[src/core/sbt_pkg.sv]
package sbt_pkg;
  // register indices; byte address is four times the index
  localparam logic [3:0] SBT_IDX_CTRL_A = 4'h0;
  localparam logic [3:0] SBT_IDX_CTRL_B = 4'h1;
  localparam logic [3:0] SBT_IDX_EV     = 4'h4;
  localparam logic [3:0] SBT_IDX_INT_EN = 4'h5;
  localparam logic [3:0] SBT_IDX_FLAGS  = 4'h6;
  localparam logic [3:0] SBT_IDX_STATUS = 4'h7;
  localparam logic [3:0] SBT_IDX_DEBUG  = 4'h8;
  localparam logic [3:0] SBT_IDX_BUFFER = 4'h9;
  localparam logic [3:0] SBT_IDX_CNT_L  = 4'hA;
  localparam logic [3:0] SBT_IDX_CNT_H  = 4'hB;
  localparam logic [3:0] SBT_IDX_CMP_L  = 4'hC;
  localparam logic [3:0] SBT_IDX_CMP_H  = 4'hD;
  // control_a fields
  localparam int SBT_ENABLE_BIT   = 0;
  localparam int SBT_CLOCK_SOURCE_FIELD_LSB   = 1;
  localparam int SBT_SYNCHRONIZED_RESTART_BIT_BIT  = 4;
  localparam int SBT_RUN_IN_STANDBY_BIT_BIT = 6;
  // control_b fields
  localparam int SBT_MODE_LSB     = 0;
  localparam int SBT_OUTEN_BIT    = 4;
  localparam int SBT_INIT_BIT     = 5;
  localparam int SBT_OUTPUT_SELECT_A_BIT    = 6;
  // event_control fields
  localparam int SBT_EVENT_INPUT_ENABLE_BIT   = 0;
  localparam int SBT_EDGE_BIT     = 4;
  localparam int SBT_FILTER_BIT   = 6;
  // single-bit registers use bit 0
  localparam int SBT_FLAG_BIT     = 0;
  // writable masks and reset values
  localparam logic [7:0] SBT_MASK_CTRL_A = 8'h57;
  localparam logic [7:0] SBT_MASK_CTRL_B = 8'h77;
  localparam logic [7:0] SBT_MASK_EV     = 8'h51;
  localparam logic [7:0] SBT_MASK_BIT0   = 8'h01;
  localparam logic [7:0] SBT_RST_BYTE    = 8'h00;
  localparam logic [15:0] SBT_RST_WORD   = 16'h0000;
  // axi responses
  localparam logic [1:0] SBT_RESP_OKAY   = 2'b00;
  localparam logic [1:0] SBT_RESP_SLVERR = 2'b10;
  // noise filter depth
  localparam int SBT_FILTER_LEN = 4;

  typedef enum logic [2:0] {
    SBT_MODE_PERIODIC = 3'h0,
    SBT_MODE_TIMEOUT  = 3'h1,
    SBT_MODE_CAPTURE_FLAG_EV  = 3'h2,
    SBT_MODE_FRQ      = 3'h3,
    SBT_MODE_PW       = 3'h4,
    SBT_MODE_FRQ_PW   = 3'h5,
    SBT_MODE_SINGLE   = 3'h6,
    SBT_MODE_PWM8     = 3'h7
  } sbt_mode_t;

  typedef enum logic [1:0] {
    SBT_PERIPHERAL_CLOCK     = 2'h0,
    SBT_PERIPHERAL_CLOCK_DIV = 2'h1,
    SBT_CLK_COMP    = 2'h2,
    SBT_CLK_RSVD    = 2'h3
  } sbt_clock_source_field_t;

  // gray-coded single-shot states
  typedef enum logic [1:0] {
    SBT_SS_IDLE = 2'b00,
    SBT_SS_RUN  = 2'b01,
    SBT_SS_HOLD = 2'b11
  } sbt_ss_t;
endpackage

[src/core/sbt_timer.sv]
// Chosen here: the AXI4-Lite interface to the registers.
`timescale 1ns/10ps
// Contract
// - single-shot: output low whenever counter is not running
// - single-shot: qualifying event clears counter, counts to compare, output high
// - at compare stop, output low one prescaler tick, events ignored meanwhile
// - synchronous detection: output rises two cycles after the event
// - output_select_a select set: output rises one cycle after the event
// - edge select 1 starts on any edge, 0 on rising only
// - single-shot: enabling starts counting unless counter already holds top value
// - single-shot: status running flag reads 1 while counting
// - pwm: count zero to low byte, set at zero, clear at high byte
// - pwm: high for high-byte cycles, period low byte plus one
// - pwm: zero byte gives 0, high equal low plus one gives 1
// - other modes: output enable drives initial-level bit
// - filter passes new level after four agreeing samples
// - filter runs on system clock, adds four cycles latency
// - companion clock source counts on companion ticks
// - synchronized restart bit restarts counter with companion restart
// - every capture flag set also pulses event output one cycle
// - event input acts only while event input enable is 1
// - interrupt request while flag and its enable both set
// - halt in power-down; in standby run only with run-in-standby
// - mode field encodes eight modes, 6 single-shot, 7 pwm
// - clock source 0 peripheral, 1 half, 2 companion, 3 reserved
module sbt_timer
  import sbt_pkg::*;
#(
  parameter int ADDR_W = 6
) (
  // clock and reset
  input  wire logic              aclk,
  input  wire logic              aresetn,
  // axi4-lite write address and data
  input  wire logic              s_axi_awvalid,
  output logic                   s_axi_awready,
  input  wire logic [ADDR_W-1:0] s_axi_awaddr,
  input  wire logic              s_axi_wvalid,
  output logic                   s_axi_wready,
  input  wire logic [31:0]       s_axi_wdata,
  input  wire logic [3:0]        s_axi_wstrb,
  // axi4-lite write response
  output logic                   s_axi_bvalid,
  input  wire logic              s_axi_bready,
  output logic [1:0]             s_axi_bresp,
  // axi4-lite read
  input  wire logic              s_axi_arvalid,
  output logic                   s_axi_arready,
  input  wire logic [ADDR_W-1:0] s_axi_araddr,
  output logic                   s_axi_rvalid,
  input  wire logic              s_axi_rready,
  output logic [31:0]            s_axi_rdata,
  output logic [1:0]             s_axi_rresp,
  // event channel in (asynchronous) and strobe out
  input  wire logic              event_in,
  output logic                   event_out,
  // companion timer, same clock domain
  input  wire logic              companion_timer_clock,
  input  wire logic              companion_restart,
  // system power and debug state
  input  wire logic              standby_sleep,
  input  wire logic              powerdown_sleep,
  input  wire logic              debug_halt,
  // waveform pin and interrupt
  output logic                   waveform_out,
  output logic                   irq
);

  // elaboration check: the decoder reads address bits 5:2
  if (ADDR_W < 6) begin : g_addr_check
    $error("ADDR_W must cover the register map");
  end

  logic [7:0]  ctrl_a_reg;
  logic [7:0]  ctrl_b_reg;
  logic [7:0]  ev_ctrl_reg;
  logic [7:0]  int_en_reg;
  logic [7:0]  dbg_reg;
  logic [7:0]  buffer_reg;
  logic        flag_reg;
  logic [15:0] cnt_reg;
  logic [15:0] cnt_next;
  logic [15:0] compare_capture_value_reg;
  sbt_ss_t     ss_reg;
  sbt_ss_t     ss_next;
  logic        capture_flag_set;
  logic        wave_reg;
  logic        evout_reg;
  logic        div_reg;
  logic        en_prev_reg;
  logic        ev_s1_reg;
  logic        ev_s2_reg;
  logic [SBT_FILTER_LEN-1:0] filt_reg;
  logic        level_reg;
  logic        level_prev_reg;
  logic        aw_hold_reg;
  logic        w_hold_reg;
  logic [3:0]  aw_idx_reg;
  logic [7:0]  wdata_reg;
  logic        wstrb_reg;
  logic        bvalid_reg;
  logic [1:0]  bresp_reg;
  logic        rvalid_reg;
  logic [7:0]  rdata_reg;
  logic [1:0]  rresp_reg;

  // decoded controls
  sbt_mode_t   mode;
  sbt_clock_source_field_t clock_source_field;
  logic        enable;
  logic        run_ok;
  logic        tick;
  logic        en_rise;
  logic        qual_ev;
  logic        do_write;
  logic        wr_en;
  logic        rd_fire;
  logic [3:0]  ar_idx;
  logic        pwm_level;

  assign mode    = sbt_mode_t'(ctrl_b_reg[SBT_MODE_LSB +: 3]);
  assign clock_source_field  = sbt_clock_source_field_t'(ctrl_a_reg[SBT_CLOCK_SOURCE_FIELD_LSB +: 2]);
  assign enable  = ctrl_a_reg[SBT_ENABLE_BIT];
  assign en_rise = enable & ~en_prev_reg;
  assign ar_idx  = s_axi_araddr[5:2];

  // sleep and debug gating: the counter freezes but keeps its state
  assign run_ok = enable & ~powerdown_sleep
                & ~(standby_sleep & ~ctrl_a_reg[SBT_RUN_IN_STANDBY_BIT_BIT])
                & ~(debug_halt & ~dbg_reg[SBT_FLAG_BIT]);

  // prescaler tick select; reserved source never ticks
  always_comb begin
    case (clock_source_field)
      SBT_PERIPHERAL_CLOCK:     tick = 1'b1;
      SBT_PERIPHERAL_CLOCK_DIV: tick = div_reg;
      SBT_CLK_COMP:    tick = companion_timer_clock;
      default:         tick = 1'b0;
    endcase
  end

  // divide-by-two phase for the half-rate source
  always_ff @(posedge aclk) begin
    if (!aresetn) begin
      div_reg <= 1'b0;
    end else if (run_ok) begin
      div_reg <= ~div_reg;
    end
  end

  // two-flop synchroniser; the first stage feeds only the second
  always_ff @(posedge aclk) begin
    if (!aresetn) begin
      ev_s1_reg <= 1'b0;
      ev_s2_reg <= 1'b0;
    end else begin
      ev_s1_reg <= event_in;
      ev_s2_reg <= ev_s1_reg;
    end
  end

  // noise filter on the system clock, independent of the prescaler
  always_ff @(posedge aclk) begin
    if (!aresetn) begin
      filt_reg       <= '0;
      level_reg      <= 1'b0;
      level_prev_reg <= 1'b0;
    end else begin
      filt_reg       <= {filt_reg[SBT_FILTER_LEN-2:0], ev_s2_reg};
      level_prev_reg <= level_reg;
      if (!ev_ctrl_reg[SBT_FILTER_BIT]) begin
        level_reg <= ev_s2_reg;
      end else if (&filt_reg || ~|filt_reg) begin
        level_reg <= filt_reg[SBT_FILTER_LEN-1];
      end
    end
  end

  // edge qualification by edge select and input enable
  assign qual_ev = ev_ctrl_reg[SBT_EVENT_INPUT_ENABLE_BIT]
                 & (ev_ctrl_reg[SBT_EDGE_BIT] ? (level_reg ^ level_prev_reg)
                                               : (level_reg & ~level_prev_reg));

  // enable edge detect for the start-on-enable behaviour
  always_ff @(posedge aclk) begin
    if (!aresetn) begin
      en_prev_reg <= 1'b0;
    end else begin
      en_prev_reg <= enable;
    end
  end

  // counter and single-shot sequencing
  always_comb begin
    cnt_next = cnt_reg;
    ss_next  = ss_reg;
    capture_flag_set = 1'b0;
    if (!enable) begin
      ss_next = SBT_SS_IDLE;
    end else if (run_ok) begin
      case (mode)
        SBT_MODE_SINGLE: begin
          case (ss_reg)
            SBT_SS_IDLE: begin
              if (qual_ev || (en_rise && cnt_reg != compare_capture_value_reg)) begin
                cnt_next = SBT_RST_WORD;
                ss_next  = SBT_SS_RUN;
              end
            end
            SBT_SS_RUN: begin
              if (tick && cnt_reg == compare_capture_value_reg) begin
                ss_next  = SBT_SS_HOLD;
                capture_flag_set = 1'b1;
              end else if (tick) begin
                cnt_next = cnt_reg + 16'h0001;
              end
            end
            default: begin
              if (tick) begin
                ss_next = SBT_SS_IDLE;
              end
            end
          endcase
        end
        SBT_MODE_PWM8: begin
          if (tick && cnt_reg[7:0] >= compare_capture_value_reg[7:0]) begin
            cnt_next = SBT_RST_WORD;
            capture_flag_set = 1'b1;
          end else if (tick) begin
            cnt_next = cnt_reg + 16'h0001;
          end
        end
        default: begin
          // periodic: restart at top; missed top wraps through max
          if (tick && cnt_reg == compare_capture_value_reg) begin
            cnt_next = SBT_RST_WORD;
            capture_flag_set = 1'b1;
          end else if (tick) begin
            cnt_next = cnt_reg + 16'h0001;
          end
        end
      endcase
      if (ctrl_a_reg[SBT_SYNCHRONIZED_RESTART_BIT_BIT] && companion_restart) begin
        cnt_next = SBT_RST_WORD;
      end
    end
  end

  always_ff @(posedge aclk) begin
    if (!aresetn) begin
      ss_reg <= SBT_SS_IDLE;
    end else begin
      ss_reg <= ss_next;
    end
  end

  // counter; a high-byte write takes the buffered low byte
  always_ff @(posedge aclk) begin
    if (!aresetn) begin
      cnt_reg <= SBT_RST_WORD;
    end else if (wr_en && aw_idx_reg == SBT_IDX_CNT_H) begin
      cnt_reg <= {wdata_reg, buffer_reg};
    end else begin
      cnt_reg <= cnt_next;
    end
  end

  always_ff @(posedge aclk) begin
    if (!aresetn) begin
      compare_capture_value_reg <= SBT_RST_WORD;
    end else if (wr_en && aw_idx_reg == SBT_IDX_CMP_H) begin
      compare_capture_value_reg <= {wdata_reg, buffer_reg};
    end
  end

  // pwm level: the compare covers both stuck cases
  assign pwm_level = (compare_capture_value_reg[7:0] != 8'h00)
                   & (cnt_reg[7:0] < compare_capture_value_reg[15:8]);

  // waveform pin, registered
  always_ff @(posedge aclk) begin
    if (!aresetn) begin
      wave_reg <= 1'b0;
    end else if (!ctrl_b_reg[SBT_OUTEN_BIT]) begin
      wave_reg <= 1'b0;
    end else if (mode == SBT_MODE_SINGLE) begin
      // sync: high once the state shows run, two cycles after the event
      wave_reg <= (ss_reg == SBT_SS_RUN)
                | (ctrl_b_reg[SBT_OUTPUT_SELECT_A_BIT] && ss_reg == SBT_SS_IDLE
                   && qual_ev && run_ok);
    end else if (mode == SBT_MODE_PWM8) begin
      wave_reg <= pwm_level;
    end else begin
      wave_reg <= ctrl_b_reg[SBT_INIT_BIT];
    end
  end

  // capture flag: a set in the clearing cycle wins
  always_ff @(posedge aclk) begin
    if (!aresetn) begin
      flag_reg  <= 1'b0;
      evout_reg <= 1'b0;
    end else begin
      evout_reg <= capture_flag_set;
      if (capture_flag_set) begin
        flag_reg <= 1'b1;
      end else if (wr_en && aw_idx_reg == SBT_IDX_FLAGS && wdata_reg[SBT_FLAG_BIT]) begin
        flag_reg <= 1'b0;
      end
    end
  end

  assign event_out    = evout_reg;
  assign waveform_out = wave_reg;
  assign irq          = flag_reg & int_en_reg[SBT_FLAG_BIT];

  // ---- axi4-lite slave ----
  assign s_axi_awready = ~aw_hold_reg & ~bvalid_reg;
  assign s_axi_wready  = ~w_hold_reg & ~bvalid_reg;
  assign do_write      = aw_hold_reg & w_hold_reg & ~bvalid_reg;
  assign wr_en         = do_write & wstrb_reg;
  assign s_axi_bvalid  = bvalid_reg;
  assign s_axi_bresp   = bresp_reg;
  assign s_axi_arready = ~rvalid_reg;
  assign rd_fire       = s_axi_arvalid & ~rvalid_reg;
  assign s_axi_rvalid  = rvalid_reg;
  assign s_axi_rdata   = {24'h00_0000, rdata_reg};
  assign s_axi_rresp   = rresp_reg;

  // address and data are taken in either order
  always_ff @(posedge aclk) begin
    if (!aresetn) begin
      aw_hold_reg <= 1'b0;
      w_hold_reg  <= 1'b0;
      aw_idx_reg  <= 4'h0;
      wdata_reg   <= SBT_RST_BYTE;
      wstrb_reg   <= 1'b0;
    end else if (do_write) begin
      aw_hold_reg <= 1'b0;
      w_hold_reg  <= 1'b0;
    end else begin
      if (s_axi_awvalid && s_axi_awready) begin
        aw_hold_reg <= 1'b1;
        aw_idx_reg  <= s_axi_awaddr[5:2];
      end
      if (s_axi_wvalid && s_axi_wready) begin
        w_hold_reg <= 1'b1;
        wdata_reg  <= s_axi_wdata[7:0];
        wstrb_reg  <= s_axi_wstrb[0];
      end
    end
  end

  // write response; unmapped indices answer slverr
  always_ff @(posedge aclk) begin
    if (!aresetn) begin
      bvalid_reg <= 1'b0;
      bresp_reg  <= SBT_RESP_OKAY;
    end else if (do_write) begin
      bvalid_reg <= 1'b1;
      bresp_reg  <= (aw_idx_reg > SBT_IDX_CMP_H || aw_idx_reg == 4'h2 || aw_idx_reg == 4'h3)
                  ? SBT_RESP_SLVERR : SBT_RESP_OKAY;
    end else if (s_axi_bready) begin
      bvalid_reg <= 1'b0;
    end
  end

  // control registers; only documented bits store
  always_ff @(posedge aclk) begin
    if (!aresetn) begin
      ctrl_a_reg  <= SBT_RST_BYTE;
      ctrl_b_reg  <= SBT_RST_BYTE;
      ev_ctrl_reg <= SBT_RST_BYTE;
      int_en_reg  <= SBT_RST_BYTE;
      dbg_reg     <= SBT_RST_BYTE;
    end else if (wr_en) begin
      if (aw_idx_reg == SBT_IDX_CTRL_A) begin
        ctrl_a_reg <= wdata_reg & SBT_MASK_CTRL_A;
      end else if (aw_idx_reg == SBT_IDX_CTRL_B) begin
        ctrl_b_reg <= wdata_reg & SBT_MASK_CTRL_B;
      end else if (aw_idx_reg == SBT_IDX_EV) begin
        ev_ctrl_reg <= wdata_reg & SBT_MASK_EV;
      end else if (aw_idx_reg == SBT_IDX_INT_EN) begin
        int_en_reg <= wdata_reg & SBT_MASK_BIT0;
      end else if (aw_idx_reg == SBT_IDX_DEBUG) begin
        dbg_reg <= wdata_reg & SBT_MASK_BIT0;
      end
    end
  end

  // byte buffer: low-byte writes park data, low-byte reads latch the high byte
  always_ff @(posedge aclk) begin
    if (!aresetn) begin
      buffer_reg <= SBT_RST_BYTE;
    end else if (wr_en && (aw_idx_reg == SBT_IDX_CNT_L || aw_idx_reg == SBT_IDX_CMP_L
                           || aw_idx_reg == SBT_IDX_BUFFER)) begin
      buffer_reg <= wdata_reg;
    end else if (rd_fire && ar_idx == SBT_IDX_CNT_L) begin
      buffer_reg <= cnt_reg[15:8];
    end else if (rd_fire && ar_idx == SBT_IDX_CMP_L) begin
      buffer_reg <= compare_capture_value_reg[15:8];
    end
  end

  // read channel, one cycle after the address is taken
  always_ff @(posedge aclk) begin
    if (!aresetn) begin
      rvalid_reg <= 1'b0;
      rdata_reg  <= SBT_RST_BYTE;
      rresp_reg  <= SBT_RESP_OKAY;
    end else if (rd_fire) begin
      rvalid_reg <= 1'b1;
      rresp_reg  <= SBT_RESP_OKAY;
      if (ar_idx == SBT_IDX_CTRL_A) begin
        rdata_reg <= ctrl_a_reg;
      end else if (ar_idx == SBT_IDX_CTRL_B) begin
        rdata_reg <= ctrl_b_reg;
      end else if (ar_idx == SBT_IDX_EV) begin
        rdata_reg <= ev_ctrl_reg;
      end else if (ar_idx == SBT_IDX_INT_EN) begin
        rdata_reg <= int_en_reg;
      end else if (ar_idx == SBT_IDX_FLAGS) begin
        rdata_reg <= {7'h00, flag_reg};
      end else if (ar_idx == SBT_IDX_STATUS) begin
        rdata_reg <= {7'h00, ss_reg == SBT_SS_RUN};
      end else if (ar_idx == SBT_IDX_DEBUG) begin
        rdata_reg <= dbg_reg;
      end else if (ar_idx == SBT_IDX_BUFFER || ar_idx == SBT_IDX_CNT_H
                   || ar_idx == SBT_IDX_CMP_H) begin
        rdata_reg <= buffer_reg;
      end else if (ar_idx == SBT_IDX_CNT_L) begin
        rdata_reg <= cnt_reg[7:0];
      end else if (ar_idx == SBT_IDX_CMP_L) begin
        rdata_reg <= compare_capture_value_reg[7:0];
      end else begin
        rdata_reg <= SBT_RST_BYTE;
        rresp_reg <= SBT_RESP_SLVERR;
      end
    end else if (s_axi_rready) begin
      rvalid_reg <= 1'b0;
    end
  end

endmodule

[config.mk]
export PLATFORM = sky130hd
export DESIGN_NAME = sbt_timer
export DESIGN_NICKNAME = d
export VERILOG_FILES = /design/src/core/sbt_pkg.sv /design/src/core/sbt_timer.sv
export SDC_FILE = /design/constraint.sdc
export NUM_CORES = 1
export LEC_CHECK = 0
export BUFFER_PORTS_ARGS = -buffer_cell sky130_fd_sc_hd__buf_2
export CAP_MARGIN = 20
export CORE_MARGIN = 2
export CORE_UTILIZATION = 36
export CTS_CLUSTER_DIAMETER = 150
export CTS_CLUSTER_SIZE = 8
export DETAILED_ROUTE_END_ITERATION = 12
export PLACE_DENSITY_LB_ADDON = 0.3
export SYNTH_ARGS = -nofsm -noshare
export SYNTH_HDL_FRONTEND = slang
export SYNTH_SLANG_ARGS = --single-unit
[constraint.sdc]
create_clock -name aclk -period 5.5 [get_ports aclk]
set_clock_uncertainty 0.15 [all_clocks]
set_input_delay 1.1 -clock aclk [delete_from_list [all_inputs] [get_ports aclk]]
set_output_delay 1.1 -clock aclk [all_outputs]
set_load 0.02 [all_outputs]
# After elaboration in Yosys (flattened, before gate mapping)

Cells that the tools add are included.

Flip-flop bits (word level): 100
Output and inout bits: 44

Add/sub/neg operators: 1
Reductions and logical operators: 51
Bitwise operators: 36
Multiplexer cells: 57
Magnitude comparators: 3
Eq/ne operators: 36

Operators with widths:

| operator                                                               | number |
|---|---|
| 16-bit 2-to-1 mux                                                      | 9 |
| 8-bit 2-to-1 mux                                                       | 13 |
| 16-bit case mux with 2 select lines                                    | 2 |
| 4-bit equality test (second input constant)                            | 12 |
| 4-bit by 3-bit equality test with 1-bit output (second input constant) | 7 |
| 2-bit 2-to-1 mux                                                       | 14 |
| 1-bit inverter                                                         | 18 |
| 16-bit by 1-bit adder with 16-bit output (second input constant)       | 1 |
| 1-bit bitwise AND                                                      | 16 |
| 16-bit equality test                                                   | 1 |
| 1-bit logical AND                                                      | 16 |
| 1-bit 2-to-1 mux                                                       | 16 |
| 16-bit inequality test                                                 | 1 |
| 5-bit AND reduction                                                    | 3 |
| 5-bit inequality test (second input constant)                          | 2 |
| 2-bit AND reduction                                                    | 5 |
| 2-bit nonzero test                                                     | 5 |
| 4-bit by 1-bit equality test with 1-bit output (second input constant) | 2 |
| 4-bit by 2-bit equality test with 1-bit output (second input constant) | 2 |
| 8-bit greater-or-equal comparator                                      | 1 |
| 4-bit logical NOT                                                      | 2 |
| 1-bit logical OR                                                       | 8 |
| 8-bit < comparator                                                     | 1 |
| 4-bit AND reduction                                                    | 2 |
| other kinds (20)                                                       | 25 |

# Logic depth before layout (Yosys ltp)

Gate-level depths: netlist of the first run.

Word-level depth: 12
Gate-level depth with buffers: 11
Depth with buffers taken out: 9

# Worst setup path after synthesis of the first run

Ideal clock, no wire load.

Kind: input to register
Start: in standby_sleep
End: reg cnt_reg[5]
Slack: 2686 ps
Buffers on the path: 2
Data required time: 5227 ps
Arrival time: 2541 ps
Stages on the path: 9
Cell sequence: nor2b_1 > nor4b_2 > nor2b_1 > a31o_1 > buf_2 > buf_6 > o21ai_0 > nand3_1 > o21ai_0

Word-level cells in the longest chain between the ends: 6

RTL lines:

| what                                 | RTL line         | text |
|---|---|---|
| start: declaration                   | sbt_timer.sv:61  | `input wire logic standby_sleep,` |
| 1-bit bitwise AND                    | sbt_timer.sv:129 | `& ~(standby_sleep & ~ctrl_a_reg[SBT_RUN_IN_STANDBY_BIT_BIT])` |
| 1-bit inverter                       | sbt_timer.sv:129 |  |
| 1-bit bitwise AND                    | sbt_timer.sv:129 |  |
| 1-bit bitwise AND                    | sbt_timer.sv:130 | `& ~(debug_halt & ~dbg_reg[SBT_FLAG_BIT]);` |
| 2-bit nonzero test (no source line)  | -                |  |
| 5-bit AND reduction (no source line) | -                |  |
| end signal: assignment               | sbt_timer.sv:262 | `cnt_reg <= {wdata_reg, buffer_reg};` |
| end signal: assignment               | sbt_timer.sv:264 | `cnt_reg <= cnt_next;` |
| end: declaration                     | sbt_timer.sv:81  | `logic [15:0] cnt_reg;` |

No other way between the ends.
A chain may end at the register's enable or synchronous reset.

# Final worst setup path of the first run

Same ends and word-level chain as after synthesis.

==> results of run 1 <==
==> path summary, 6_finish.rpt <==
check                      to  depth (start not counted)
setup / recovery   cnt_reg[5]                          7
hold / removal    filt_reg[2]                          1
setup reg to reg  cnt_reg[11]                          8
hold reg to reg   filt_reg[2]                          1
==> cells by family after synthesis <==
family,after synthesis,share of synthesized area (%)
buf+inv,93,8.94
other cells,1,0.0678
fa+ha+maj,17,3.85
mux,37,6.92
simple gates,259,22.6
xor+xnor,11,1.74
flops,98,35.5
compound gates,177,20.4
==> power groups by stage <==
stage	logic [W]	registers [W]	clock network, W
2_1_floorplan	0.0000983	0.000753	0
3_3_place_gp	0.000115	0.000758	0
3_5_place_dp	0.000115	0.000758	0
4_1_cts	0.000116	0.000741	0.000648
5_1_grt	0.000128	0.000744	0.000668
6_report	0.000116	0.000742	0.000636
==> routing by layer <==
metal  vias up  track usage, %
li1       2442               -
met1      2252            26.9
met4         0            4.40
met3        16            2.67
met2       144            27.2
met5         -               0
==> metrics by stage <==
stage / hold slack [ns] / instance area, um^2 / utilization, % / setup slack, ns
final: 0.302 / 6020 / 39.9 / 2.20
after detailed placement: 0.288 / 5720 / 37.9 / 1.88
after floorplan: 0.262 / 5620 / - / 2.69
after CTS: 0.303 / 6020 / 39.9 / 2.23
after global routing: 0.320 / 6020 / 39.9 / 2.01
after global placement: 0.289 / 5720 / 37.9 / 1.90
==> synthesized netlist by cell type (4+ instances only) <==
library cell / n / area share, %
nand2b_1: 10 / 1.1
nand3_1: 24 / 2.2
o22ai_1: 9 / 1.0
nor2b_1: 7 / 0.79
mux2i_1: 36 / 6.5
nand4_1: 6 / 0.68
clkbuf_1: 25 / 1.7
a311oi_1: 9 / 1.4
buf_2: 5 / 0.45
a22oi_1: 7 / 0.95
nor4_1: 7 / 0.79
xor2_1: 9 / 1.4
ha_1: 17 / 3.8
o21ai_1: 5 / 0.45
buf_6: 4 / 0.81
nor3_1: 8 / 0.72
and3_1: 7 / 0.79
buf_4: 29 / 3.9
nand2_1: 71 / 4.8
and2_1: 14 / 1.6
inv_1: 27 / 1.8
a211oi_1: 6 / 0.81
nor2_1: 84 / 5.7
o21ai_0: 25 / 2.3
a21oi_1: 69 / 6.2
o211ai_1: 9 / 1.2
a21o_1: 8 / 1.1
dfxtp_1: 98 / 35
==> layout make-up <==
cell class	count	area share [%]
clock inverters	6	1.12
multi-input cells	527	52.7
clock buffers	10	3.81
flip-flops and latches	98	32.6
well taps	188	3.91
inverters	27	1.68
repair buffers	49	4.16
==> summary.md, run 1 <==
| Metric | Value |
|---|---|
| CTS tree | `done` |
| Inst Count DP | `889` |
| Largest net degree at the start of global routing | `41` |
| Synth Cell Area | `approximately 5500 um^2` |
| Max-slew violation count | `0` |
| Routed via count | `4854` |
| Setup Buffers After CTS | `0` |
| Filler cell count | `1584` |
| Most frequent cells in the layout | `dfxtp_1, nor2_1, nand2_1, a21oi_1, buf_2` |
| Crit. Startpoint | `standby_sleep` |
| Worst r2r src | `cnt_reg[7]` |
| Final period utilization | `59.9%` |
| CP top delay family | `simple AND/OR/NAND/NOR gates` |
| Status | `completed` |
| CP max stage delay | `0.64 ns` |
| Logic pwr share | `7.7%` |
| Hold crit path type | `reg2reg` |
| Routability cong. | `about 0.88` |
| Seq/Total Area, Yosys | `between 30 and 40%` |
| Met2 WL | `6370 um` |
| CP bufs+invs | `1` |
| CTS root buf | `clkbuf_16` |
| Post-layout min period | `3.30 ns` |
| Worst slew margin | `about two fifths` |
| Nature of the critical path startpoint | `input pin` |
| Routed Wire Length | `roughly 15000 um` |
| DR iter-0 viols | `383` |
| Setup CP Type | `in2reg` |
| Vias/cell | `5.36` |
| Total CTS buffers | `9` |
| IO Count | `105` |
| Critical Path RT | `approximately 5.6 ns` |
| Hold Path Origin | `filt_reg[1]` |
| Die Wd | `about 130 um` |
| Commonest non-fill, non-tap cell in the layout | `dfxtp_1` |
| CP Capture Type | `flop` |
| Fraction of registers with async set/reset | `0%` |
| DRC | `0` |
| Die height | `128 um` |
| Max-cap violations | `0` |
| RSZ-0062 raised after global routing | `false` |
| Cell chain of the critical path | `buf_2, nor2b_1, nor4b_2, nor2b_1, a31o_1, nand2_1, o21ai_0` |
| Final Hold Fails | `0` |
| Hold_buf cts | `0` |
| DR WL/cell | `16.2 um` |
| Die Footprint | `16400 um^2` |
| Initial Util | `~37%` |
| DR pass1 iterations | `5` |
| Synth unique cells | `64` |
| Multi-input logic area | `3170 um^2` |
| Row count | `45` |
| Worst skew pair latency | `0.34 ns` |
| Sw frac | `25.6%` |
| Antenna violations before repair | `0` |
| Total GRT Usage | `18.0%` |
| Critical Path Fanout Max | `19` |
| Post-synthesis register bit count | `98` |
| Lkg Pwr | `2.28 nW` |
| Area grow syn2layout | `8.83%` |
| Core area | `approximately 15000 um^2` |
| First-pass GRT wire length | `about 23000 um` |
| Top Layer Used | `met4` |
| CP max-delay cell | `nor4b_2` |
| Register area | `roughly 2000 um^2` |
| Layout cells sized above 1 | `11.2%` |
| DRT met1 WL | `7480 um` |
| Internal power | `0.00111 W` |
| Setup violators final | `0` |
| Htree depth | `3` |
| Clock Path Buffers | `2` |
| Power Density | `248 nW/um^2` |
| Psw | `0.000383 W` |
| Clock Sink Count | `98` |
| Syn. warnings | `0` |
| Syn Area/Cell | `~8.0 um^2` |
| Maximum clock frequency | `0.303 GHz` |
| Final TNS setup | `0 ns` |
| Clock share of power | `42.6%` |
| DRT antenna net count | `0` |
| CTS resizes | `0` |
| Critical path arrival | `3.41 ns` |
| Non-filler instance count after layout | `905` |
| Antenna Cells | `0` |
| Met3 WL | `669 um` |
| Vias in the first global route | `around 4.3k` |
| I/O Buffers | `47` |
| Fin nets | `790` |
| Synthesized instance count | `693` |
| DP HPWL | `10500 um` |
| Most frequent CP cell | `nor2b_1` |
| Flop pwr share | `49.7%` |
| VDD IR-drop max | `0.000136 V` |
| Worst-path clk slew | `0.07 ns` |
| Post-synth EDFFs | `0` |
| Global route overflow | `0` |
| Design Power | `0.00149 W` |
| Top FF cell, synth | `dfxtp_1` |
| Worst-margin pin slew | `0.908 ns` |
| Reg-to-reg slack, setup | `2.25 ns` |
Note: power is estimated with default switching activity, not from simulation.
==> inputs of run 2 (changes only) <==
- clock period: 5.5 -> 2.7 ns (I/O delays scaled with it)
==> run 2 against run 1 <==
  * Non-clock buffer count grew 35
  * Register-to-register slack got worse by 2.1 ns
  * Largest power group unchanged
  * Final area is 5.4% higher
  * Total power rose by 110%
  * Highest routed layer unchanged
  * Critical path depth rose by 3
  * Worst setup slack got worse by 2.1 ns
  * Hold slack lost 0.077 ns
  * Die area is the same
  * Clock power is 110% higher
==> summary.md, run 2 (same netlist as run 1, synthesis figures left out) <==
| Metric | Value |
|---|---|
| Maximum clock frequency | `0.388 GHz` |
| Global route overflow | `0 (unchanged)` |
| Critical Path Fanout Max | `5 (-14)` |
| Most frequent cells in the layout | `dfxtp_1, nor2_1, nand2_1, a21oi_1, buf_2` |
| Clock Sink Count | `98 (unchanged)` |
| Max-cap violations | `0 (unchanged)` |
| DR iter-0 viols | `447 (+17%)` |
| Vias in the first global route | `4438 (+3.4%)` |
| Setup violators final | `0 (unchanged)` |
| DRT met1 WL | `7740 um (+3.5%)` |
| DP HPWL | `11200 um (+6.5%)` |
| Non-filler instance count after layout | `940 (+3.9%)` |
| I/O Buffers | `47 (unchanged)` |
| Hold crit path type | `in2reg` |
| Inst Count DP | `924 (+3.9%)` |
| Total CTS buffers | `9 (unchanged)` |
| Max-slew violation count | `0 (unchanged)` |
| DRT antenna net count | `0 (unchanged)` |
| Routed via count | `5048 (+4.0%)` |
| DRC | `0 (unchanged)` |
| Hold_buf cts | `0 (unchanged)` |
| Register area | `1960 um^2 (unchanged)` |
| Crit. Startpoint | `compare_capture_value_reg[6]` |
| Routed Wire Length | `15300 um (+3.9%)` |
| Clock share of power | `43.1% (+0.5 points)` |
| Final period utilization | `95.4%` |
| Met3 WL | `853 um (+28%)` |
| Worst slew margin | `63.2% (+24 points)` |
| Commonest non-fill, non-tap cell in the layout | `dfxtp_1` |
| Status | `completed` |
| Design Power | `0.00309 W (+110%)` |
| Power Density | `488 nW/um^2 (+96%)` |
| Die Wd | `128 um (unchanged)` |
| Die height | `128 um (unchanged)` |
| Lkg Pwr | `2.48 nW (+8.7%)` |
| Flop pwr share | `48.7% (-1.0 points)` |
| Worst skew pair latency | `0.35 ns (about the same)` |
| Fin nets | `825 (+4.4%)` |
| Htree depth | `3 (unchanged)` |
| Worst-path clk slew | `0.07 ns (about the same)` |
| Psw | `0.000807 W (+110%)` |
| CP Capture Type | `flop` |
| Filler cell count | `1553 (-2.0%)` |
| VDD IR-drop max | `0.000308 V (+130%)` |
| Worst-margin pin slew | `0.549 ns (-0.359 ns)` |
| Setup CP Type | `reg2reg` |
| Internal power | `0.00229 W (+110%)` |
| Antenna Cells | `0 (unchanged)` |
| Met2 WL | `6500 um (+2.0%)` |
| Area grow syn2layout | `14.7%` |
| Top Layer Used | `met4` |
| Die Footprint | `16400 um^2 (unchanged)` |
| Sw frac | `26.1% (+0.46 points)` |
| IO Count | `105 (unchanged)` |
| Placed cell area | `6010 um^2 (+5.0%)` |
| Routability cong. | `0.888 (+0.57%)` |
| CP Capture Point | `cnt_reg[11]` |
| Layout cells sized above 1 | `16.0% (+4.8 points)` |
| DR WL/cell | `16.3 um (about the same)` |
| Critical path arrival | `2.66 ns (-0.75 ns)` |
| CTS root buf | `clkbuf_16` |
| Largest net degree at the start of global routing | `47 (+15%)` |
| Final Hold Fails | `0 (unchanged)` |
| Critical Path RT | `2.78 ns (-2.84 ns)` |
| Clock Path Buffers | `2 (unchanged)` |
| R2r worst-path depth | `10 (+2)` |
| Hold WS | `0.225 ns (-0.0772 ns)` |
| Reg-to-reg slack, setup | `0.12 ns (-2.13 ns)` |
| First-pass GRT wire length | `24300 um (+4.1%)` |
| CTS tree | `done` |
| Nature of the critical path startpoint | `flop` |
| Antenna violations before repair | `0 (unchanged)` |
| Vias/cell | `5.37 (+0.12%)` |
| Worst r2r src | `compare_capture_value_reg[6]` |
| Multi-input logic area | `3200 um^2 (+1.0%)` |
| Finished Core Util | `42.0% (+2.2 points)` |
| Core area | `15100 um^2 (unchanged)` |
| Row count | `45 (unchanged)` |
| Initial Util | `36.6% (unchanged)` |
| DR pass1 iterations | `5 (unchanged)` |
| Fin area | `6340 um^2 (+5.4%)` |
| Logic pwr share | `8.2% (+0.5 points)` |
| RR Endpoint | `cnt_reg[11]` |
| Post-layout min period | `2.58 ns` |
| Total GRT Usage | `18.7% (+0.71 points)` |
-- run 2: worst min path at each step --
stage / endpoint / cells after the start / slack [ns] / startpoint
3_5_place_dp: ev_s2_reg / 1 / 0.27 / ev_s1_reg
3_3_place_gp: ev_s2_reg / 1 / 0.27 / ev_s1_reg
4_1_cts: s_axi_rvalid / 2 / 0.22 / s_axi_rready
6_report: s_axi_rvalid / 2 / 0.23 / s_axi_rready
5_1_grt: s_axi_rvalid / 2 / 0.23 / s_axi_rready
2_1_floorplan: ev_s2_reg / 1 / 0.26 / ev_s1_reg
-- run 2: timing repair --
item / CTS / global route
hold endpoints to repair: 0 / 0
gates resized for setup: 0 / 6
buffers inserted: 0 / 0
endpoints found under the setup margin: 0 / 15
-- run 2: final cells by class --
| cell class | count | area share, % |
|---|---|---|
| multi-input cells | 527 | 50.5 |
| flip-flops and latches | 98 | 30.9 |
| repair buffers | 84 | 8.48 |
| well taps | 188 | 3.71 |
| clock buffers | 10 | 3.61 |
| inverters | 27 | 1.60 |
| clock inverters | 6 | 1.16 |
-- run 2: critical path: stages, from the launching register on --
cell and delay (ns):
dfxtp_1 0.39, inv_1 0.06, ha_1 0.29, nand4_1 0.20, nor4_2 0.34, buf_4 0.17
o2111ai_1 0.14, a31oi_2 0.30, nor2_2 0.13, a32oi_1 0.21, a21oi_1 0.08
-- run 2: power by group through the flow --
| stage | Sequential [W] | Combinational (W) | Clock, W |
|---|---|---|---|
| 2_1_floorplan | 0.00153 | 0.000200 | 0 |
| 3_3_place_gp | 0.00154 | 0.000251 | 0 |
| 3_5_place_dp | 0.00154 | 0.000253 | 0 |
| 4_1_cts | 0.00151 | 0.000254 | 0.00134 |
| 5_1_grt | 0.00151 | 0.000280 | 0.00141 |
| 6_report | 0.00151 | 0.000254 | 0.00133 |
-- run 2: per-stage QoR --
step | worst slack, ns | TNS, ns
after floorplan | 0.305 | 0
after CTS | 0.0376 | 0
after global placement | 0.0844 | 0
after detailed placement | 0.0490 | 0
final | 0.123 | 0
after global routing | -0.0556 | -0.172
-- run 2: per-layer routing --
layer  vias up  track usage, %
li1       2508               -
met1      2369            28.7
met2       155            27.3
met3        16            2.92
met4         0            4.46
met5         -               0
==> inputs of run 3 (changes only) <==
- CORE_ASPECT_RATIO: unset -> 1.2
- CORE_UTILIZATION: 36 -> 50
- clock period: 2.7 -> 2.9 ns (I/O delays scaled with it)
==> run 3 against run 2 <==
  * Total power down 4.4%
  * Wire length decreased by 1.1%
  * Cell count is 6.9% lower
  * Core utilization grew 15 points
  * Largest power group unchanged
  * Hold slack improved by 0.023 ns
  * Non-clock buffer count down 8
  * Highest routed layer unchanged
==> summary.md, run 3 (same netlist as run 1, synthesis figures left out) <==
| Metric | Value |
|---|---|
| Placed cell area | `5880 um^2 (-2.2%)` |
| Area grow syn2layout | `12.2%` |
| Clock Sink Count | `98 (unchanged)` |
| Most frequent cells in the layout | `dfxtp_1, nor2_1, nand2_1, a21oi_1, buf_2` |
| Total CTS buffers | `9 (unchanged)` |
| Final TNS setup | `0 ns (unchanged)` |
| Final Hold Fails | `0 (unchanged)` |
| Top Layer Used | `met4` |
| Met3 WL | `810 um (-5.0%)` |
| Fin nets | `817 (-0.97%)` |
| CTS root buf | `clkbuf_16` |
| Critical path arrival | `2.73 ns (+0.07 ns)` |
| Worst-path clk slew | `0.07 ns (about the same)` |
| Die Footprint | `11900 um^2 (-27%)` |
| Maximum clock frequency | `0.375 GHz (-3.5%)` |
| Critical Path Fanout Max | `5 (unchanged)` |
| Core area | `10900 um^2 (-28%)` |
| Setup ws final | `0.231 ns (+0.108 ns)` |
| Commonest non-fill, non-tap cell in the layout | `dfxtp_1` |
| Max-slew violation count | `0 (unchanged)` |
| DRC | `0 (unchanged)` |
| Status | `completed` |
| DR WL/cell | `17.3 um (+6.3%)` |
| Hold Path Origin | `s_axi_rready` |
| Worst skew pair latency | `0.35 ns (about the same)` |
| I/O Buffers | `47 (unchanged)` |
| Nature of the critical path startpoint | `flop` |
| Setup CP Type | `reg2reg` |
| Hold_buf cts | `0 (unchanged)` |
| Power Density | `476 nW/um^2 (-2.3%)` |
| Setup Buffers After CTS | `0 (unchanged)` |
| CP Capture Type | `flop` |
| Final period utilization | `92.0% (-3.4 points)` |
| Die height | `119 um (-6.8%)` |
| Max-cap violations | `0 (unchanged)` |
| Vias in the first global route | `4810 (+8.4%)` |
| R2r worst-path depth | `10 (unchanged)` |
| Filler cell count | `1013 (-35%)` |
| DP HPWL | `11000 um (-1.3%)` |
| Global route overflow | `0 (unchanged)` |
| Total GRT Usage | `25.7% (+6.9 points)` |
| DRT antenna net count | `0 (unchanged)` |
| Lkg Pwr | `2.44 nW (-1.5%)` |
| Setup violators final | `0 (unchanged)` |
| Worst r2r src | `compare_capture_value_reg[6]` |
| CTS resizes | `0 (unchanged)` |
| CTS tree | `done` |
| RSZ-0062 raised after global routing | `false` |
| DR iter-0 viols | `300 (-33%)` |
| IO Count | `105 (unchanged)` |
| Antenna Cells | `0 (unchanged)` |
| DR pass1 iterations | `5 (unchanged)` |
| Reg-to-reg slack, setup | `0.23 ns (+0.11 ns)` |
| Pre-CTS setup slack | `0.286 ns (+0.236 ns)` |
| Routed via count | `5102 (+1.1%)` |
| Critical Path RT | `2.96 ns (+0.18 ns)` |
| Hold WS | `0.248 ns (+0.0232 ns)` |
| Post-layout min period | `2.67 ns (+0.0922 ns)` |
| Routability cong. | `0.939 (+5.7%)` |
| CP Capture Point | `cnt_reg[7]` |
| Antenna violations before repair | `0 (unchanged)` |
| Register area | `1960 um^2 (unchanged)` |
| Clock Path Buffers | `2 (unchanged)` |
| Initial Util | `50.6% (+14 points)` |
| Multi-input logic area | `3170 um^2 (-1.0%)` |
| Worst-margin pin slew | `0.579 ns (+0.0299 ns)` |
| Vias/cell | `5.83 (+8.6%)` |
| Worst slew margin | `61.2% (-2.0 points)` |
| Largest net degree at the start of global routing | `48 (+2.1%)` |
| Met2 WL | `7220 um (+11%)` |
| Hold crit path type | `in2reg` |
| Routed Wire Length | `15100 um (-1.1%)` |
| VDD IR-drop max | `0.000260 V (-15%)` |
| RR Endpoint | `cnt_reg[7]` |
| Layout cells sized above 1 | `14.4% (-1.6 points)` |
| First-pass GRT wire length | `24100 um (-0.91%)` |
| Htree depth | `3 (unchanged)` |
| Die Wd | `100 um (-22%)` |
| Fin area | `6200 um^2 (-2.2%)` |
| Row count | `42 (-6.7%)` |
| DRT met1 WL | `6550 um (-15%)` |
| Crit. Startpoint | `compare_capture_value_reg[6]` |
## run 3: changes by cell type in the layout (fill, tap and decap cells not counted), sizes merged
cell,previous run,this run
buf,84,76
clkinv,3,0
bufinv,1,2
clkinvlp,0,1
## run 3: cell type report
cell class	instances	share of cell area [%]
Sequential cell	98	31.6
Clock buffer	10	3.85
Inverter	27	1.63
Clock inverter	5	1.37
Timing Repair Buffer	76	7.71
Tap cell	132	2.66
Multi-Input combinational cell	527	51.1
## run 3: worst max-delay path, stage by stage (launching register included)
cell and delay [ns]:
dfxtp_1 0.39, inv_1 0.06, ha_1 0.30, nand4_1 0.14
nor4_1 0.33, buf_4 0.19, o2111ai_1 0.12, a31oi_1 0.33
nor2_1 0.20, a32oi_1 0.24, a21oi_1 0.09
## run 3: worst min-delay path by stage
stage,endpoint,slack [ns],cells past startpoint
floorplan,ev_s2_reg,0.26,1
global placement,ev_s2_reg,0.26,1
detailed placement,ev_s2_reg,0.27,1
CTS,s_axi_rvalid,0.24,2
global route,s_axi_rvalid,0.26,2
finish,s_axi_rvalid,0.25,2
## run 3: metrics by stage
stage | cells | util, % | power, W
after floorplan | 718 | - | 0.00161
after global placement | 860 | 53.8 | 0.00166
after detailed placement | 860 | 53.8 | 0.00167
after CTS | 875 | 56.7 | 0.00298
after global routing | 875 | 56.7 | 0.00304
final | 875 | 56.7 | 0.00296
## run 3: layer usage
| metal | global-route usage [%] | vias to the layer above |
|---|---|---|
| li1 | - | 2484 |
| met1 | 31.9 | 2392 |
| met2 | 44.0 | 189 |
| met3 | 3.11 | 37 |
| met4 | 11.6 | 0 |
| met5 | 0 | - |
## run 3: report_power, final
group / internal [W] / total, W / leakage [nW] / switching (W)
registers: 0.00137 / 0.00140 / 0.793 / 0.0000338
clock network: 0.000781 / 0.00132 / 0.156 / 0.000536
logic: 0.0000753 / 0.000234 / 1.49 / 0.000159
